## config.mk

```make
export PLATFORM = sky130hd
export DESIGN_NAME = dcc_top
export DESIGN_NICKNAME = d
export VERILOG_FILES = /design/src/shared/dcc_pkg.sv /design/src/logic/dcc_subch.sv /design/src/logic/dcc_top.sv
export VERILOG_INCLUDE_DIRS = /design/src /design/src/shared
export SDC_FILE = /design/constraint.sdc
export NUM_CORES = 1
export LEC_CHECK = 0
export BUFFER_PORTS_ARGS = -buffer_cell sky130_fd_sc_hd__buf_2
export CAP_MARGIN = 10
export CORE_ASPECT_RATIO = 0.6
export CORE_MARGIN = 2
export CORE_UTILIZATION = 50
export CTS_BUF_LIST = sky130_fd_sc_hd__clkbuf_4 sky130_fd_sc_hd__clkbuf_8 sky130_fd_sc_hd__clkbuf_16
export CTS_CLUSTER_DIAMETER = 100
export DETAILED_ROUTE_END_ITERATION = 7
export GPL_TIMING_DRIVEN = 0
export PLACE_DENSITY = 0.7
export SYNTH_ARGS = -nofsm -noshare
export SYNTH_HDL_FRONTEND = slang
export SYNTH_SLANG_ARGS = --single-unit
```

## constraint.sdc

```tcl
create_clock -name clock_i -period 5.55 [get_ports clock_i]
set_input_delay 0.555 -clock clock_i [delete_from_list [all_inputs] [get_ports clock_i]]
set_output_delay 0.555 -clock clock_i [all_outputs]
set_load 0.005 [all_outputs]
```

## src/shared/dcc_consts.svh

```systemverilog
// constants of the two-channel dma control block
// Function
// RULE_01: channel transfers run only while that channel's master enable is set.
// RULE_02: in short address mode a non-maskable interrupt clears the master enable.
// RULE_03: with acknowledge set, each transfer clears the selected internal source flag.
// RULE_04: full address enable set means full address mode, clear means short mode.
// RULE_05: interrupt enable set lets transfer end raise an interrupt, else suppressed.
// RULE_06: each sub-channel transfers only while its own transfer enable is set.
// RULE_07: on B sub-channels single address enable picks single, else dual address.
`ifndef DCC_CONSTS_SVH
`define DCC_CONSTS_SVH
// ==========================================================
// widths and counts
`define DCC_NSUB 4
`define DCC_NCH 2
`define DCC_ADDR_W 24
`define DCC_SHORT_W 16
`define DCC_DATA_W 16
`define DCC_CNT_W 16
// ==========================================================
// address and reset values
`define DCC_SHORT_HI 8'hff
`define DCC_MEN_RST 2'h0
`define DCC_CNT_RST 16'h0000
`define DCC_ADDR_RST 24'h000000
`define DCC_DATA_RST 16'h0000
// ==========================================================
// sub-channel numbering, 0a 0b 1a 1b
`define DCC_SUB_0A 0
`define DCC_SUB_0B 1
`define DCC_SUB_1A 2
`define DCC_SUB_1B 3
`endif

```

## src/shared/dcc_pkg.sv

```systemverilog
// types of the two-channel dma control block
`default_nettype none
package dcc_pkg;
  // ==========================================================
  // engine state, one-hot
  typedef enum logic [3:0] {
    DCC_ST_IDLE = 4'h1,
    DCC_ST_READ = 4'h2,
    DCC_ST_WRITE = 4'h4,
    DCC_ST_SINGLE = 4'h8
  } dcc_state_t;
  typedef logic [1:0] dcc_sel_t;
endpackage
`default_nettype wire
```

## src/logic/dcc_subch.sv

```systemverilog
// one dma sub-channel: pending request, transfer count, source clear and end flag
`include "dcc_consts.svh"
`default_nettype none
module dcc_subch
  import dcc_pkg::*;
(
  // clock and reset
  input wire logic clock_i,
  input wire logic rst_n_i,
  // control
  input wire logic run_i,
  input wire logic ack_en_i,
  input wire logic irq_en_i,
  input wire logic start_i,
  input wire logic [`DCC_CNT_W-1:0] count_i,
  input wire logic end_clr_i,
  // activation and service
  input wire logic act_i,
  input wire logic served_i,
  // status
  output logic pend_o,
  output logic clr_src_o,
  output logic end_irq_o,
  output logic [`DCC_CNT_W-1:0] left_o
);
  logic pend_reg;
  logic [`DCC_CNT_W-1:0] cnt_reg;
  logic clr_reg;
  logic end_reg;
  logic last_w;

  assign last_w = served_i && (cnt_reg == `DCC_CNT_W'(1));

  // request latch; a new activation in the serving cycle is kept
  always_ff @(posedge clock_i) begin
    if (!rst_n_i) begin
      pend_reg <= 1'b0;
    end else if (act_i) begin
      pend_reg <= 1'b1;
    end else if (served_i || start_i) begin
      pend_reg <= 1'b0;
    end
  end

  // remaining transfers
  always_ff @(posedge clock_i) begin
    if (!rst_n_i) begin
      cnt_reg <= `DCC_CNT_RST;
    end else if (start_i) begin
      cnt_reg <= count_i;
    end else if (served_i && cnt_reg != `DCC_CNT_RST) begin
      cnt_reg <= cnt_reg - `DCC_CNT_W'(1);
    end
  end

  // source clear strobe, one cycle per finished transfer while ack_en_i is set
  always_ff @(posedge clock_i) begin
    if (!rst_n_i) begin
      clr_reg <= 1'b0;
    end else begin
      clr_reg <= served_i && ack_en_i; // RULE_03
    end
  end

  // sticky end flag; the set beats a clear in the same cycle
  always_ff @(posedge clock_i) begin
    if (!rst_n_i) begin
      end_reg <= 1'b0;
    end else if (last_w) begin
      end_reg <= 1'b1;
    end else if (end_clr_i) begin
      end_reg <= 1'b0;
    end
  end

  // held off while the channel or sub-channel is disabled
  assign pend_o = pend_reg && run_i && (cnt_reg != `DCC_CNT_RST);
  assign clr_src_o = clr_reg;
  assign end_irq_o = end_reg && irq_en_i; // RULE_05
  assign left_o = cnt_reg;
endmodule
`default_nettype wire

```

## src/logic/dcc_top.sv

```systemverilog
// two-channel dma engine with control bits and a shared bus master port
`include "dcc_consts.svh"
`default_nettype none
module dcc_top
  import dcc_pkg::*;
(
  // clock and reset
  input wire logic clock_i,
  input wire logic rst_n_i,
  // channel control, index 0 is channel 0
  input wire logic [`DCC_NCH-1:0] master_set_i,
  input wire logic [`DCC_NCH-1:0] master_clr_i,
  input wire logic [`DCC_NCH-1:0] full_addr_i,
  input wire logic nmi_i,
  // sub-channel control, index 0a 0b 1a 1b; single_b_i is indexed by channel
  input wire logic [`DCC_NSUB-1:0] xfer_en_i,
  input wire logic [`DCC_NSUB-1:0] ack_en_i,
  input wire logic [`DCC_NSUB-1:0] irq_en_i,
  input wire logic [`DCC_NCH-1:0] single_b_i,
  // sub-channel setup
  input wire logic [`DCC_NSUB-1:0] start_i,
  input wire logic [`DCC_CNT_W-1:0] count_i,
  input wire logic [`DCC_ADDR_W-1:0] src_addr_i,
  input wire logic [`DCC_ADDR_W-1:0] dst_addr_i,
  input wire logic [`DCC_NSUB-1:0] end_clr_i,
  // activation from internal sources
  input wire logic [`DCC_NSUB-1:0] act_i,
  // status
  output logic [`DCC_NCH-1:0] master_en_o,
  output logic [`DCC_NSUB-1:0] clr_src_o,
  output logic [`DCC_NSUB-1:0] end_irq_o,
  output logic busy_o,
  // bus master port
  output logic bus_req_o,
  output logic bus_we_o,
  output logic [`DCC_ADDR_W-1:0] bus_addr_o,
  output logic [`DCC_DATA_W-1:0] bus_wdata_o,
  input wire logic [`DCC_DATA_W-1:0] bus_rdata_i,
  input wire logic bus_ack_i,
  // single address acknowledge to the peripheral
  output logic [`DCC_NSUB-1:0] dack_o
);
  // ==========================================================
  // storage
  logic [`DCC_NCH-1:0] men_reg;
  logic [`DCC_ADDR_W-1:0] src_reg [`DCC_NSUB];
  logic [`DCC_ADDR_W-1:0] dst_reg [`DCC_NSUB];
  dcc_state_t state_reg;
  dcc_sel_t sel_reg;
  logic req_reg;
  logic we_reg;
  logic [`DCC_ADDR_W-1:0] addr_reg;
  logic [`DCC_DATA_W-1:0] data_reg;
  logic [`DCC_NSUB-1:0] dack_reg;
  logic [`DCC_NSUB-1:0] pend_w;
  logic [`DCC_NSUB-1:0] run_w;
  logic [`DCC_NSUB-1:0] served_w;
  logic [`DCC_NSUB-1:0] single_w;
  logic [`DCC_NSUB-1:0] full_w;
  logic done_w;
  logic grant_any_w;
  dcc_sel_t grant_w;

  // ==========================================================
  // master enables
  // in short address mode nmi wins over a software set in the same cycle: stopping is the safe side
  always_ff @(posedge clock_i) begin
    if (!rst_n_i) begin
      men_reg <= `DCC_MEN_RST;
    end else begin
      for (int c = 0; c < `DCC_NCH; c++) begin
        if (nmi_i && !full_addr_i[c]) begin
          men_reg[c] <= 1'b0; // RULE_02
        end else if (master_clr_i[c]) begin
          men_reg[c] <= 1'b0;
        end else if (master_set_i[c]) begin
          men_reg[c] <= 1'b1;
        end
      end
    end
  end

  // per sub-channel run, mode and address-mode views
  always_comb begin
    for (int s = 0; s < `DCC_NSUB; s++) begin
      run_w[s] = men_reg[s / 2] && xfer_en_i[s]; // RULE_01 RULE_06
      full_w[s] = full_addr_i[s / 2]; // RULE_04
      single_w[s] = (s % 2 == 1) && single_b_i[s / 2]; // RULE_07
    end
  end

  // ==========================================================
  // sub-channels
  for (genvar g = 0; g < `DCC_NSUB; g++) begin : g_sub
    dcc_subch u_sub (
      .clock_i(clock_i),
      .rst_n_i(rst_n_i),
      .run_i(run_w[g]),
      .ack_en_i(ack_en_i[g]),
      .irq_en_i(irq_en_i[g]),
      .start_i(start_i[g]),
      .count_i(count_i),
      .end_clr_i(end_clr_i[g]),
      .act_i(act_i[g]),
      .served_i(served_w[g]),
      .pend_o(pend_w[g]),
      .clr_src_o(clr_src_o[g]),
      .end_irq_o(end_irq_o[g]),
      .left_o()
    );
  end

  // addresses captured at start, advanced after each transfer
  always_ff @(posedge clock_i) begin
    if (!rst_n_i) begin
      for (int s = 0; s < `DCC_NSUB; s++) begin
        src_reg[s] <= `DCC_ADDR_RST;
        dst_reg[s] <= `DCC_ADDR_RST;
      end
    end else begin
      for (int s = 0; s < `DCC_NSUB; s++) begin
        if (start_i[s]) begin
          src_reg[s] <= src_addr_i;
          dst_reg[s] <= dst_addr_i;
        end else if (served_w[s]) begin
          src_reg[s] <= src_reg[s] + `DCC_ADDR_W'(1);
          dst_reg[s] <= dst_reg[s] + `DCC_ADDR_W'(1);
        end
      end
    end
  end

  // short mode keeps 16 address bits and fills the top with ones
  function automatic logic [`DCC_ADDR_W-1:0] dcc_form(input logic full, input logic [`DCC_ADDR_W-1:0] a);
    logic [`DCC_ADDR_W-1:0] r;
    r = full ? a : {`DCC_SHORT_HI, a[`DCC_SHORT_W-1:0]}; // RULE_04
    return r;
  endfunction

  // ==========================================================
  // fixed priority 0a over 0b over 1a over 1b
  always_comb begin
    grant_any_w = 1'b0;
    grant_w = 2'h0;
    for (int s = `DCC_NSUB - 1; s >= 0; s--) begin
      if (pend_w[s]) begin
        grant_any_w = 1'b1;
        grant_w = dcc_sel_t'(s);
      end
    end
  end

  // the last bus cycle of a transfer has been acknowledged
  assign done_w = bus_ack_i && ((state_reg == DCC_ST_WRITE) || (state_reg == DCC_ST_SINGLE));

  always_comb begin
    served_w = '0;
    served_w[sel_reg] = done_w;
  end

  // ==========================================================
  // engine sequencing
  // a bus cycle already started runs to its ack even if the enable drops
  always_ff @(posedge clock_i) begin
    if (!rst_n_i) begin
      state_reg <= DCC_ST_IDLE;
      sel_reg <= 2'h0;
      req_reg <= 1'b0;
      we_reg <= 1'b0;
      addr_reg <= `DCC_ADDR_RST;
      data_reg <= `DCC_DATA_RST;
      dack_reg <= '0;
    end else begin
      unique case (state_reg)
        DCC_ST_IDLE: begin
          if (grant_any_w) begin
            sel_reg <= grant_w;
            req_reg <= 1'b1;
            if (single_w[grant_w]) begin
              // one bus cycle, peripheral is strobed by dack
              state_reg <= DCC_ST_SINGLE; // RULE_07
              we_reg <= 1'b0;
              addr_reg <= dcc_form(full_w[grant_w], dst_reg[grant_w]);
              dack_reg <= `DCC_NSUB'(1) << grant_w;
            end else begin
              state_reg <= DCC_ST_READ;
              we_reg <= 1'b0;
              addr_reg <= dcc_form(full_w[grant_w], src_reg[grant_w]);
            end
          end
        end
        DCC_ST_READ: begin
          if (bus_ack_i) begin
            state_reg <= DCC_ST_WRITE;
            data_reg <= bus_rdata_i;
            we_reg <= 1'b1;
            addr_reg <= dcc_form(full_w[sel_reg], dst_reg[sel_reg]);
          end
        end
        DCC_ST_WRITE: begin
          if (bus_ack_i) begin
            state_reg <= DCC_ST_IDLE;
            req_reg <= 1'b0;
            we_reg <= 1'b0;
          end
        end
        DCC_ST_SINGLE: begin
          if (bus_ack_i) begin
            state_reg <= DCC_ST_IDLE;
            req_reg <= 1'b0;
            dack_reg <= '0;
          end
        end
        default: begin
          state_reg <= DCC_ST_IDLE;
          req_reg <= 1'b0;
          we_reg <= 1'b0;
          dack_reg <= '0;
        end
      endcase
    end
  end

  // ==========================================================
  // outputs
  assign master_en_o = men_reg;
  assign busy_o = (state_reg != DCC_ST_IDLE);
  assign bus_req_o = req_reg;
  assign bus_we_o = we_reg;
  assign bus_addr_o = addr_reg;
  assign bus_wdata_o = data_reg;
  assign dack_o = dack_reg;
endmodule
`default_nettype wire

```

==> reports/summary.md <==
• result of the run: complete, but fails checks
• failing checks: max-capacitance violations, max-slew violations
• clock tree from TritonCTS: yes
• top cells by instance count after synthesis: 247 x sky130_fd_sc_hd__nor2_1, 223 x sky130_fd_sc_hd__nand2_1, 192 x sky130_fd_sc_hd__edfxtp_1
• Die Outline Area: 40,700 sq um
• Post-Syn Area per Cell: 9.20 sq um
• routed wire length: 76,900 microns
• CP max FO: 10
• library cell with the highest instance count after synthesis: sky130_fd_sc_hd__nor2_1
• critical path data arrival time: 4870 ps
• max incr delay on CP: 1270 ps
• Async S/R FF share, synth: 0%
• first-pass GRT wire length: 111,000 microns
• startpoint of the tightest hold check path: master_clr_i[0]
• number of cell rows: 55
• Final Hold Vio Count: 0
• sequential cell area fraction in the yosys report: 43.1%
• number of buffers and inverters on the critical path: 2
• source of the worst register-to-register timing path: g_sub[0].u_sub.left_o[4]
• latest clock arrival within the worst-skew pair: 550 ps
• area delta synth->final: 14.6%
• ports placed on the boundary: 173
• setup fix buffers added after clock tree synthesis: 0
• crit-path leading delay family: compound AO/OA/AOI/OAI gates
• Final period util: 79.8%
• standard cell with the maximum stage delay on the critical path: sky130_fd_sc_hd__a2111oi_2
• Gate Count Post-Synth: 2,120
• number of gates resized after CTS: 0
• starting density of the core: 51.3%
• Detail Route Antenna Nets: 0
• clk_skew: 28.6 ps
• global route overflow: 0
• category of the worst setup path capture point: register
• number of flip-flops and latches in the synthesized netlist: 324
• die height: 157 microns
• share of final-layout standard cells stronger than drive strength 1: 14.0%
• placed cells: 2,804
• routability congestion estimate: 1.00
• pin count of the biggest net entering global routing: 49
• maximum count of clock buffers along a single path: 3
• number of CTS-inserted buffers: 34
• CP endpoint: bus_addr_o[13]
• DP Wirelength: 57,900 microns
• average vias per placed instance: 6.54
• IO Port Bufs: 168
• count of vias placed by the detailed router: 18,800
• clk sinks: 324
• area leader, netlist: sky130_fd_sc_hd__edfxtp_1
• Layout Nets: 2,459
• predominant post-synthesis flop cell: sky130_fd_sc_hd__edfxtp_1
• Clock Tree Root: sky130_fd_sc_hd__clkbuf_16
• net count after synthesis: 2,252
• Design Power: 7.03 mW
• total of warnings raised by yosys: 0
• final routed DRC violation total: 0
• total count of max-transition violations in the final report: 6
• Core Util, Final: 58.7%
• Layout Cells excl Fill: 2,874
• Setup TNS: 0 ps
• 1st-pass router iterations: 8
• final routed wire length divided by cell count: 26.8 microns
• worst min-delay path class: in2reg
• top post-synthesis cells by area: sky130_fd_sc_hd__edfxtp_1 30%, sky130_fd_sc_hd__dfxtp_1 14%, sky130_fd_sc_hd__xnor2_1 6.0%, sky130_fd_sc_hd__nor2_1 4.8%, sky130_fd_sc_hd__nand2_1 4.3%
• Reg2Reg Capture Point: bus_addr_o[13]
• proportion of netlist area held by the largest area contributor: 29.6%
• critical path class: reg2reg
• Reg2Reg Setup Slack: 1120 ps
• # H-tree levels: 2
• Floorplan Core Area: 38,100 sq um
• worst max-slew margin expressed relative to the limit: -2.28%
• Cell Chain, Critical Path: or4_1 -> nor3_1 -> a31oi_1 -> nor4_2 -> a2111oi_2 -> nand2b_1 -> buf_4 -> buf_6 -> o221ai_2
• clock period minus final worst setup slack: 4430 ps
• number of global-route vias before repair: 17,100
• first element of the critical path: g_sub[0].u_sub.left_o[4]
• area of the mapped netlist: 19,500 sq um
• worst ir drop on vdd: 0.222 mV
• worst endpoint required time: 5990 ps
• power per standard cell area: 315 nW/um^2
• number of cells on the critical path: 9
• actual transition at the worst max-transition pin: 1520 ps
• Total GRT Usage: 37.2%
• clock slew seen by the registers of the worst setup and hold paths: 60 ps
• number of endpoints failing setup at the final stage: 0
• unrepaired setup endpoints after global routing: false
• Filler Cell Count: 3,348
• number of hold buffers added after cts: 0
• kind of start point of the critical path: register
• worst reg2reg path depth: 9
• antenna violations before repair: 4
• Static Leakage: 8.21 nW
• violation count after the first detailed-route iteration: 3,153
• maximum operating frequency: 0.226 GHz
• library cells used by synthesis: 76
• number of enable flip-flop cells after synthesis: 192
• Maximum Capacitance Violations: 1
• Die Span X: 259 microns
[how the worst min path moves through the flow]
stage                                         to  slack [ps]  cells after the start
after floorplan           g_sub[0].u_sub.end_reg         440                      2
after global placement                 dack_o[2]         440                      1
after detailed placement               dack_o[2]         440                      1
after CTS                         master_en_o[0]         170                      2
after global routing              master_en_o[1]         180                      2
final                             master_en_o[0]         180                      2
[metrics by stage]
stage / area [sq um] / setup WS, ps / hold WS, ps
after floorplan: 19500 / 674 / 441
after global placement: 21000 / -2510 / 438
after detailed placement: 21100 / 1450 / 439
after CTS: 22300 / 1410 / 169
after global routing: 22300 / 966 / 181
final: 22400 / 1120 / 176
[worst reg2reg max path: cells and delay by family (launching register included)]
family                 cells  cell delay [ps]
buffers and inverters      2              450
and+or+nand+nor            4             1060
AOI/OAI and AO/OA          3             2380
DFF                        1              440
[area by class of cell]
cell class	count	area, sq um	share of cell area [%]
Multi-Input combinational cell	1622	10400	46.4
Timing Repair Buffer	171	916	4.10
Clock buffer	53	1120	5.00
Tap cell	513	642	2.87
Clock inverter	9	119	0.532
Inverter	39	146	0.655
Sequential cell	324	8410	37.6
Antenna cell	8	20.0	0.0896
Buffer	135	603	2.70
[layer usage]
layer	track usage [%]	vias to the layer above	part of all wire, %
met5	1.69	-	0.12
met4	11.4	2	2.6
met3	17.4	139	17
met2	48.6	1416	39
met1	53.3	9054	41
li1	-	8192	-
[cells in the final DEF (no fill, tap or decap), types with 18 or more instances in the layout]
cell type | netlist | final
sky130_fd_sc_hd__nor2_1 | 247 | 247
sky130_fd_sc_hd__nand2_1 | 223 | 220
sky130_fd_sc_hd__edfxtp_1 | 192 | 192
sky130_fd_sc_hd__buf_2 | 11 | 179
sky130_fd_sc_hd__xnor2_1 | 133 | 133
sky130_fd_sc_hd__dfxtp_1 | 132 | 132
sky130_fd_sc_hd__o21ai_0 | 127 | 126
sky130_fd_sc_hd__a21oi_1 | 114 | 114
sky130_fd_sc_hd__clkbuf_1 | 100 | 100
sky130_fd_sc_hd__xor2_1 | 95 | 95
sky130_fd_sc_hd__nand3_1 | 88 | 88
sky130_fd_sc_hd__nor3_1 | 68 | 68
sky130_fd_sc_hd__and3_1 | 59 | 59
sky130_fd_sc_hd__a22oi_1 | 57 | 57
sky130_fd_sc_hd__and2_1 | 40 | 40
sky130_fd_sc_hd__clkbuf_16 | 0 | 39
sky130_fd_sc_hd__inv_1 | 36 | 36
sky130_fd_sc_hd__nand4_1 | 32 | 32
sky130_fd_sc_hd__a222oi_1 | 32 | 32
sky130_fd_sc_hd__mux2i_1 | 30 | 30
sky130_fd_sc_hd__mux4_2 | 24 | 24
sky130_fd_sc_hd__a211oi_1 | 20 | 20
sky130_fd_sc_hd__or3_1 | 18 | 18
sky130_fd_sc_hd__nand3b_1 | 18 | 18
[report_power, final]
| part | internal (mW) | switching [mW] | total (mW) |
|---|---|---|---|
| Combinational | 0.538 | 0.852 | 1.39 |
| Clock | 1.53 | 1.05 | 2.58 |
| Sequential | 2.79 | 0.265 | 3.06 |
| Total | 4.86 | 2.17 | 7.03 |
[cell families after synthesis]
logic type | after synthesis | share of synthesized area, %
xor gates and xnor gates | 228 | 10.2
buffers and inverters | 174 | 3.84
adders and majority gates | 16 | 1.03
and+or+nand+nor | 863 | 21.2
DFF | 324 | 43.1
muxes | 55 | 4.37
AOI/OAI and AO/OA | 460 | 16.2
No activity file was read; power rests on OpenSTA's default activity.
